**src/inc/rsc_consts.svh**
```systemverilog
// Constants for the reset and option controller.
`ifndef RSC_CONSTS_SVH
`define RSC_CONSTS_SVH
// ==========================================================
// Register indexes; the byte address is four times the index.
`define RSC_IDX_FLAGS   10'h086
`define RSC_IDX_OPTION  10'h088
`define RSC_IDX_STATUS  10'h089
// ==========================================================
// Processor flag fields.
`define RSC_F_CAUSE_HI  7
`define RSC_F_CAUSE_LO  6
`define RSC_F_LOW36     5
`define RSC_F_LOW24     4
`define RSC_F_ALU_HI    2
// ==========================================================
// Reset cause codes {upper, lower}.
`define RSC_CAUSE_WDT   2'h0
`define RSC_CAUSE_PWR   2'h2
`define RSC_CAUSE_EXT   2'h3
// ==========================================================
// Option register fields and codes.
`define RSC_O_WDT_LO    0
`define RSC_O_DIV_LO    2
`define RSC_O_PIN       4
`define RSC_O_SEC       5
`define RSC_O_LVD_LO    6
`define RSC_WDT_OFF     2'h0
`define RSC_WDT_ON      2'h1
`define RSC_WDT_ALWAYS  2'h2
`define RSC_LVD_LOW     2'h0
`define RSC_LVD_MID     2'h1
`define RSC_LVD_HIGH    2'h2
`define RSC_LVD_TOP     2'h3
`define RSC_OPT_RESET   8'h5_1
// ==========================================================
// Timing.
`define RSC_WARM_CLKS   16'h0_400
`define RSC_SLOW_DIV    2'h3
`endif

```
**src/inc/rsc_pkg.sv**
```systemverilog
// Types shared by the reset and option controller.
package rsc_pkg;
   typedef enum logic [2:0] {
      RSC_POWER,
      RSC_PIN,
      RSC_INIT,
      RSC_WARM,
      RSC_RUN
   } rsc_state_e;
   typedef logic [1:0] rsc_opt2_t;
   typedef logic [7:0] rsc_byte_t;
endpackage

```
**src/hdl/rsc_reset_ctrl.sv**
```systemverilog
// Reset sequencer, reset cause flags and factory options behind APB.
//
// The APB slave port was left to the implementer.
`timescale 1ns/1ns
`include "rsc_consts.svh"
// ==========================================================
// Summary of operation
// - Always-on watchdog counts in every mode
// - Enabled watchdog halts in sleep modes; off disables
// - Normal mode cycle is 2/4/8/16 clocks
// - Slow mode cycle is low oscillator over four
// - Falling reset pin resets the whole system
// - General input mode: no reset, no pull-up
// - Security option blocks full ROM read-out
// - Detector reset threshold follows the option
// - Mid flag enabled only for mid/high option
// - High flag enabled only for high option
// - Reset on power, watchdog, brown-out, enabled pin
// - Reset holds registers, stops, clears counter
// - After release fetch starts at address zero
// - Cause bits: 00 wdt, 10 power, 11 pin
// - Low pin level recorded as external reset
// - Wait supply, then wait for pin high
// - Then initialise, warm up, then execute
// - Watchdog reset skips power and pin checks
// - Detector reset clears both low flags
// - Enabled flag shows one at or below level
module rsc_reset_ctrl #(
   parameter int               WARM_CLKS = `RSC_WARM_CLKS, // warm-up clocks
   parameter rsc_pkg::rsc_byte_t OPT_INIT  = `RSC_OPT_RESET // option default
) (
   input  wire logic        pclk,          // bus and oscillator clock
   input  wire logic        presetn,       // power-on reset, low
   input  wire logic        psel,          // APB select
   input  wire logic        penable,       // APB enable
   input  wire logic        pwrite,        // APB write
   input  wire logic [11:0] paddr,         // APB byte address
   input  wire logic [31:0] pwdata,        // APB write data
   output logic      [31:0] prdata,        // APB read data
   output logic             pready,        // APB ready
   output logic             pslverr,       // APB error
   input  wire logic        supply_ok,     // supply stable, async
   input  wire logic        below_20,      // supply under 2.0V, async
   input  wire logic        below_24,      // supply at or under 2.4V
   input  wire logic        below_36,      // supply at or under 3.6V
   input  wire logic        reset_pin,     // shared pin level, async
   input  wire logic        wdt_overflow,  // watchdog overflow pulse
   input  wire logic        power_down,    // core in power-down
   input  wire logic        green_mode,    // core in green mode
   input  wire logic        slow_mode,     // core in slow mode
   input  wire logic        losc_tick,     // low oscillator edge pulse
   output logic             core_reset,    // core held in reset
   output logic             pc_zero,       // load address zero pulse
   output logic             icycle_tick,   // instruction cycle pulse
   output logic             wdt_count_en,  // watchdog may count
   output logic             rom_protect,   // block ROM read-out
   output logic             pin_pullup,    // pull-up on shared pin
   output logic             general_input_pin // pin as port bit
);
   localparam logic [15:0] WARM_N = 16'(WARM_CLKS - 1);
   localparam logic [9:0]  IX_FLG = `RSC_IDX_FLAGS;
   localparam logic [9:0]  IX_OPT = `RSC_IDX_OPTION;
   localparam logic [9:0]  IX_STA = `RSC_IDX_STATUS;

   rsc_pkg::rsc_state_e state_r;
   rsc_pkg::rsc_state_e state_nxt;
   rsc_pkg::rsc_byte_t  opt_r;
   logic [1:0]  cause_r;
   logic [2:0]  alu_r;
   logic        low24_r;
   logic        low36_r;
   logic [15:0] warm_r;
   logic [3:0]  div_r;
   logic [1:0]  slow_r;
   logic [4:0]  sync1_r;
   logic [4:0]  sync2_r;
   logic [31:0] prdata_r;
   logic        pready_r;
   logic        pslverr_r;
   logic        core_reset_r;
   logic        pc_zero_r;
   logic        icycle_r;
   logic        wdt_en_r;
   logic        rom_prot_r;
   logic        pullup_r;
   logic        gpin_r;

   // ==========================================================
   // Input synchronisers.
   // Only the second stage is read; comparators and the pin are async.
   always_ff @(posedge pclk or negedge presetn) begin
      if (!presetn) begin
         sync1_r <= 5'h0_0;
         sync2_r <= 5'h0_0;
      end else begin
         sync1_r <= {reset_pin, below_36, below_24, below_20, supply_ok};
         sync2_r <= sync1_r;
      end
   end

   wire logic       s_supply = sync2_r[0];
   wire logic       s_b20    = sync2_r[1];
   wire logic       s_b24    = sync2_r[2];
   wire logic       s_b36    = sync2_r[3];
   wire logic       s_pin    = sync2_r[4];
   wire rsc_pkg::rsc_opt2_t o_wdt = opt_r[`RSC_O_WDT_LO +: 2];
   wire rsc_pkg::rsc_opt2_t o_div = opt_r[`RSC_O_DIV_LO +: 2];
   wire rsc_pkg::rsc_opt2_t o_lvd = opt_r[`RSC_O_LVD_LO +: 2];
   wire logic       o_pin    = opt_r[`RSC_O_PIN];

   // ==========================================================
   // Reset sources.
   logic lvd_trip;
   always_comb begin
      unique case (o_lvd)
         `RSC_LVD_LOW:  lvd_trip = s_b20;
         `RSC_LVD_MID:  lvd_trip = s_b20;
         `RSC_LVD_HIGH: lvd_trip = s_b24;
         `RSC_LVD_TOP:  lvd_trip = s_b36;
      endcase
   end
   // The pin counts only in reset-pin mode; a low level holds reset.
   wire logic pin_req  = o_pin & ~s_pin;
   wire logic pwr_bad  = ~s_supply | lvd_trip;
   // Code 3 is unused and behaves as off, the same as the count enable below.
   wire logic wdt_req  = wdt_overflow & ((o_wdt == `RSC_WDT_ON) |
                                         (o_wdt == `RSC_WDT_ALWAYS));

   // ==========================================================
   // Release sequence.
   always_comb begin
      state_nxt = state_r;
      if (pwr_bad) begin
         state_nxt = rsc_pkg::RSC_POWER;
      end else begin
         unique case (state_r)
            rsc_pkg::RSC_POWER: state_nxt = rsc_pkg::RSC_PIN;
            rsc_pkg::RSC_PIN: begin
               if (!pin_req) begin
                  state_nxt = rsc_pkg::RSC_INIT;
               end
            end
            rsc_pkg::RSC_INIT: state_nxt = rsc_pkg::RSC_WARM;
            rsc_pkg::RSC_WARM: begin
               if (pin_req) begin
                  state_nxt = rsc_pkg::RSC_PIN;
               end else if (warm_r == WARM_N) begin
                  state_nxt = rsc_pkg::RSC_RUN;
               end
            end
            rsc_pkg::RSC_RUN: begin
               if (pin_req) begin
                  state_nxt = rsc_pkg::RSC_PIN;
               end else if (wdt_req) begin
                  state_nxt = rsc_pkg::RSC_INIT;
               end
            end
         endcase
      end
   end

   always_ff @(posedge pclk or negedge presetn) begin
      if (!presetn) begin
         state_r <= rsc_pkg::RSC_POWER;
      end else begin
         state_r <= state_nxt;
      end
   end

   // Warm-up counter runs only in the warm state.
   always_ff @(posedge pclk or negedge presetn) begin
      if (!presetn) begin
         warm_r <= 16'h0_000;
      end else if (state_r == rsc_pkg::RSC_WARM) begin
         warm_r <= warm_r + 16'h0_001;
      end else begin
         warm_r <= 16'h0_000;
      end
   end

   wire logic run_nxt = (state_nxt == rsc_pkg::RSC_RUN);
   wire logic run_now = (state_r == rsc_pkg::RSC_RUN);

   always_ff @(posedge pclk or negedge presetn) begin
      if (!presetn) begin
         core_reset_r <= 1'b1;
         pc_zero_r    <= 1'b0;
      end else begin
         core_reset_r <= ~run_nxt;
         pc_zero_r    <= run_nxt & ~run_now;
      end
   end

   // ==========================================================
   // Instruction cycle strobe.
   wire logic [3:0] div_top = 4'((5'h0_2 << o_div) - 5'h0_1);
   always_ff @(posedge pclk or negedge presetn) begin
      if (!presetn) begin
         div_r    <= 4'h0;
         slow_r   <= 2'h0;
         icycle_r <= 1'b0;
      end else if (!run_nxt) begin
         div_r    <= 4'h0;
         slow_r   <= 2'h0;
         icycle_r <= 1'b0;
      end else if (slow_mode) begin
         div_r    <= 4'h0;
         icycle_r <= 1'b0;
         if (losc_tick) begin
            slow_r   <= slow_r + 2'h1;
            icycle_r <= (slow_r == `RSC_SLOW_DIV);
         end
      end else begin
         slow_r   <= 2'h0;
         icycle_r <= (div_r == div_top);
         div_r    <= (div_r == div_top) ? 4'h0 : div_r + 4'h1;
      end
   end

   // ==========================================================
   // Option driven outputs.
   always_ff @(posedge pclk or negedge presetn) begin
      if (!presetn) begin
         wdt_en_r   <= 1'b0;
         rom_prot_r <= 1'b1;
         pullup_r   <= 1'b0;
         gpin_r     <= 1'b0;
      end else begin
         wdt_en_r   <= (o_wdt == `RSC_WDT_ALWAYS) |
                       ((o_wdt == `RSC_WDT_ON) & ~power_down & ~green_mode);
         rom_prot_r <= opt_r[`RSC_O_SEC];
         pullup_r   <= o_pin;
         gpin_r     <= ~o_pin & s_pin;
      end
   end

   // ==========================================================
   // Low supply flags.
   wire logic lvd_rst = pwr_bad & s_supply;
   always_ff @(posedge pclk or negedge presetn) begin
      if (!presetn) begin
         low24_r <= 1'b0;
         low36_r <= 1'b0;
      end else if (lvd_rst) begin
         low24_r <= 1'b0;
         low36_r <= 1'b0;
      end else begin
         low24_r <= s_b24 & ((o_lvd == `RSC_LVD_MID) |
                             (o_lvd == `RSC_LVD_HIGH));
         low36_r <= s_b36 & (o_lvd == `RSC_LVD_HIGH);
      end
   end

   // ==========================================================
   // APB slave, zero wait states after the setup cycle.
   wire logic [9:0] idx  = paddr[11:2];
   wire logic       acc  = psel & penable & pready_r;
   wire logic       wr   = acc & pwrite;
   wire logic       hit  = (idx == IX_FLG) | (idx == IX_OPT) | (idx == IX_STA);
   wire logic       al   = (paddr[1:0] == 2'h0);

   // Hardware cause update wins over a software write in the same cycle.
   always_ff @(posedge pclk or negedge presetn) begin
      if (!presetn) begin
         cause_r <= `RSC_CAUSE_PWR;
      end else if (pwr_bad) begin
         cause_r <= `RSC_CAUSE_PWR;
      end else if (run_now & pin_req) begin
         cause_r <= `RSC_CAUSE_EXT;
      end else if (run_now & wdt_req) begin
         cause_r <= `RSC_CAUSE_WDT;
      end else if (wr & al & (idx == IX_FLG)) begin
         cause_r <= pwdata[`RSC_F_CAUSE_HI:`RSC_F_CAUSE_LO];
      end
   end

   always_ff @(posedge pclk or negedge presetn) begin
      if (!presetn) begin
         alu_r <= 3'h0;
      end else if (core_reset_r) begin
         alu_r <= 3'h0;
      end else if (wr & al & (idx == IX_FLG)) begin
         alu_r <= pwdata[`RSC_F_ALU_HI:0];
      end
   end

   always_ff @(posedge pclk or negedge presetn) begin
      if (!presetn) begin
         opt_r <= OPT_INIT;
      end else if (wr & al & (idx == IX_OPT)) begin
         opt_r <= pwdata[7:0];
      end
   end

   logic [31:0] rd_val;
   always_comb begin
      rd_val = 32'h0000_0000;
      if (idx == IX_FLG) begin
         rd_val[`RSC_F_CAUSE_HI:`RSC_F_CAUSE_LO] = cause_r;
         rd_val[`RSC_F_LOW36] = low36_r;
         rd_val[`RSC_F_LOW24] = low24_r;
         rd_val[`RSC_F_ALU_HI:0] = alu_r;
      end else if (idx == IX_OPT) begin
         rd_val[7:0] = opt_r;
      end else if (idx == IX_STA) begin
         rd_val[2:0] = 3'(state_r);
         rd_val[3] = core_reset_r;
         rd_val[4] = gpin_r;
      end
   end

   always_ff @(posedge pclk or negedge presetn) begin
      if (!presetn) begin
         pready_r  <= 1'b0;
         pslverr_r <= 1'b0;
         prdata_r  <= 32'h0000_0000;
      end else begin
         pready_r  <= psel & ~penable;
         pslverr_r <= psel & ~penable & ~(hit & al);
         prdata_r  <= (psel & ~penable & ~pwrite & hit & al) ? rd_val
                                                            : 32'h0000_0000;
      end
   end

   assign prdata            = prdata_r;
   assign pready            = pready_r;
   assign pslverr           = pslverr_r;
   assign core_reset        = core_reset_r;
   assign pc_zero           = pc_zero_r;
   assign icycle_tick       = icycle_r;
   assign wdt_count_en      = wdt_en_r;
   assign rom_protect       = rom_prot_r;
   assign pin_pullup        = pullup_r;
   assign general_input_pin = gpin_r;
endmodule // rsc_reset_ctrl

```
**config.mk**
```make
export PLATFORM = sky130hd
export DESIGN_NAME = rsc_reset_ctrl
export DESIGN_NICKNAME = d
export VERILOG_FILES = /design/src/inc/rsc_pkg.sv /design/src/hdl/rsc_reset_ctrl.sv
export VERILOG_INCLUDE_DIRS = /design/src /design/src/inc
export SDC_FILE = /design/constraint.sdc
export NUM_CORES = 1
export LEC_CHECK = 0
export BUFFER_PORTS_ARGS = -buffer_cell sky130_fd_sc_hd__buf_2
export CORE_MARGIN = 8
export CORE_UTILIZATION = 45
export DETAILED_ROUTE_END_ITERATION = 7
export PLACE_DENSITY = 0.7
export REMOVE_ABC_BUFFERS = 1
export SLEW_MARGIN = 30
export SYNTH_ARGS = -nofsm -noshare
export SYNTH_HDL_FRONTEND = slang
export SYNTH_SLANG_ARGS = --single-unit
export TNS_END_PERCENT = 50
```
**constraint.sdc**
```tcl
create_clock -name pclk -period 5.72 [get_ports pclk]
set_input_delay 0.286 -clock pclk [delete_from_list [all_inputs] [get_ports pclk]]
set_output_delay 0.286 -clock pclk [all_outputs]
set_load 0.05 [all_outputs]
```
==> reports/metrics.csv <==
stage;metric;value;unit
timing;Max-slew headroom;44.88;%
power;switching fraction of total power;26.18;%
worst_setup_path;CP cell instances;inv_1 -> ha_1 -> a22o_1 -> nor3b_2 -> nand2_1 -> nor4b_1;
global_routing;Overall Global Routing Usage;13.91;%
floorplan;Initial Util;46.00;%
flow_run;max_cap viols;0;
timing;highest clock rate;431.1;MHz
power;Clock Power Share;41.2;%
synthesis;synth cell count leaders;dfrtp_1, nor2_1, buf_4, nand3_1, nand2_1;
power;P_leak;1.702;nW
clock_network;CTS max path bufs;2;
clock_network;root buffer selected by CTS;clkbuf_8;
synthesis;synthesized area;0.003301;mm^2
timing;final max-slew violation count;0;
routing;routed length per placed instance;14.72;um
global_routing;total congestion overflow;0;
synthesis;Syn. warnings;0;
timing;Worst Max-Slew Pin Slew;0.8268;ns
synthesis;synth top area cells;dfrtp_1, buf_4, dfstp_2;
timing;Final WS setup;3.401;ns
place;RD Place Congestion;0.8463;
clock_network;# hold bufs at CTS;0;
place;Place WS;3.377;ns
global_routing;initial antenna violation count;0;
final_layout;# fillers;671;
worst_setup_path;CP Launch Type;register;
synthesis;post-synth top area share;46.25;%
power;Int Pwr;709.8;uW
hold_path;HP Class;input port to register;
floorplan;die width;101.6;um
timing;unrepaired setup endpoints after global routing;no;
routing;final wirelength;6933;um
routing;initial DRC count;133;
synthesis;library cells used by synthesis;57;
routing;TritonRoute pass-1 iters;4;
timing;Worst Skew;0.01157;ns
routing;Post-route DRC;0;
power;switching power;251.7;uW
worst_setup_path;worst-path fanout max;10;
timing;Final Hold Fails;0;
clock_network;TritonCTS clock tree;done;
synthesis;Async SR Flop Fraction;100.0;%
timing;fin crit period;2.319;ns
final_layout;share of cells above drive strength 1;22.58;%
power;Peak VDD IR;0.1253;mV
synthesis;top cell type by total area after synthesis;dfrtp_1;
synthesis;Yosys reg bits;67;
synthesis;Mean Syn Cell Area;10.58;um^2
power;power per cell area;255.1;mW/mm^2
worst_setup_path;CP Data Arrival Time;2.55;ns
synthesis;top-count cell post-synth;dfrtp_1;
synthesis;number of flops mapped to enable cells by yosys;0;
timing;period utilization;40.55;%
worst_setup_path;CP Class;register to register;
clock_network;Setup Fix Bufs, Post-CTS;0;
synthesis;Mapped Cells;312;
worst_setup_path;slowest CP cell;dfstp_2;
final_layout;ant diodes;0;
clock_network;H-tree depth;3;
worst_setup_path;CP endpoint kind;register;
place;placed wire-length estimate;4996;um
power;Gate power share;8.6;%
clock_network;CTS clk-pin slew, worst paths;0.08;ns
run_status;status;completed;
global_routing;vias in the first global route;2326;
floorplan;I/O pin cnt;100;
clock_network;clk_lat worst skew;0.34;ns
global_routing;wire length of the first global-routing pass;11230;um
clock_network;PostCTS Resize Cnt;0;
floorplan;# rows;31;
timing;final setup vio count;0;
final_layout;Syn-to-layout area delta;14.18;%
worst_setup_path;Largest stage delay, worst path;0.55;ns
clock_network;clock sink count;67;
floorplan;die area;0.01033;mm^2
floorplan;Core Box Area;0.007176;mm^2
clock_network;Inserted Clock Buffers;9;
final_layout;final net count;433;
place;input/output buffers;51;
routing;post-route ant nets;0;
synthesis;Top FF cell, synth;dfrtp_1;
global_routing;largest net degree at the start of global routing;68;
timing;final setup TNS;0;ns
worst_setup_path;Worst Path Required;5.95;ns
power;sequential share of power;50.2;%
synthesis;register area share after synthesis;51.02;%
routing;vias;2413;
timing;Hold Slack;0.05361;ns
routing;via density per instance;5.123;
floorplan;die height;101.6;um
[sequential cells by signal, indices dropped and copies added (netlist names), 2 cells and up]
name     count
state_r      3
alu_r        3
sync2_r      5
warm_r      16
sync1_r      5
opt_r        8
slow_r       2
cause_r      2
prdata       8
div_r        4
[layer usage]
| metal | global-route usage (%) | routed length (um) | vias up |
|---|---|---|---|
| met5 | 0 | 0 | - |
| met4 | 5.384 | 115 | 0 |
| met3 | 4.880 | 598 | 11 |
| met2 | 21.08 | 3173 | 77 |
| met1 | 17.71 | 3046 | 1148 |
| li1 | - | - | 1177 |
[logic make-up (layout without fill, tap and decap cells)]
kind of cell	after synthesis	count (layout)	share of synthesized area, %
mux	12	12	3.866
buf+inv	38	75	7.164
flops	67	67	51.02
simple gates	134	134	23.88
fa+ha+maj	7	7	2.653
other cells	1	24	0.1136
xor+xnor	14	14	3.715
compound gates	39	39	7.582
[placed cells by master, fill, tap and decap left out, types with 8 or more instances in the layout]
master    Yosys  layout
dfrtp_1      61      61
clkbuf_8      0      10
nor2_1       30      30
nand4_1       8       8
nand3_1      17      17
nand2_1      15      15
conb_1        1      24
a21oi_1       9       9
buf_2         3      51
nor4_1       10      10
[final timing paths]
check / from / end / slack (ns) / cells past startpoint
worst max-delay path: opt_r[6] / div_r[3] / 3.40 / 6
worst max register to register: opt_r[6] / div_r[3] / 3.40 / 6
min in group asynchronous: presetn / wdt_count_en / 0.11 / 2
worst min register to register: sync1_r[0] / sync2_r[0] / 0.34 / 0
worst min-delay path: reset_pin / sync1_r[4] / 0.05 / 1
max in group asynchronous: presetn / warm_r[15] / 5.05 / 2
[power by group through the flow]
| stage | registers, mW | logic [mW] | clock network, mW |
|---|---|---|---|
| 3_5_place_dp | 0.492 | 0.0821 | 0 |
| 4_1_cts | 0.483 | 0.0824 | 0.412 |
| 5_1_grt | 0.483 | 0.0888 | 0.433 |
| 2_1_floorplan | 0.495 | 0.0474 | 0 |
| 6_report | 0.483 | 0.0823 | 0.397 |
| 3_3_place_gp | 0.491 | 0.0812 | 0 |
[worst max-delay path: cells and delay by family (launching register included)]
kind | cells | cell delay [ns]
adders and majority gates | 1 | 0.22
and+or+nand+nor | 3 | 1.15
DFF | 1 | 0.55
AOI/OAI and AO/OA | 1 | 0.23
buffers and inverters | 1 | 0.05
[metrics by stage]
stage | instances | cell area (um^2) | power [mW] | util [%]
floorplan | 303 | 3173 | 0.5422 | -
global placement | 455 | 3567 | 0.5726 | 49.71
detailed placement | 455 | 3567 | 0.5737 | 49.71
CTS | 471 | 3769 | 0.9766 | 52.52
global route | 471 | 3769 | 1.005 | 52.52
finish | 471 | 3769 | 0.9615 | 52.52
[final cells by class]
| class | count | area (um^2) | area share, % |
|---|---|---|---|
| Sequential cell | 67 | 1684 | 44.69 |
| Clock buffer | 10 | 137.6 | 3.652 |
| Tap cell | 99 | 123.9 | 3.287 |
| Clock inverter | 6 | 63.81 | 1.693 |
| Inverter | 6 | 22.52 | 0.5976 |
| Timing Repair Buffer | 53 | 270.3 | 7.171 |
| Multi-Input combinational cell | 230 | 1466 | 38.91 |
No activity file was read; power rests on OpenSTA's default activity.
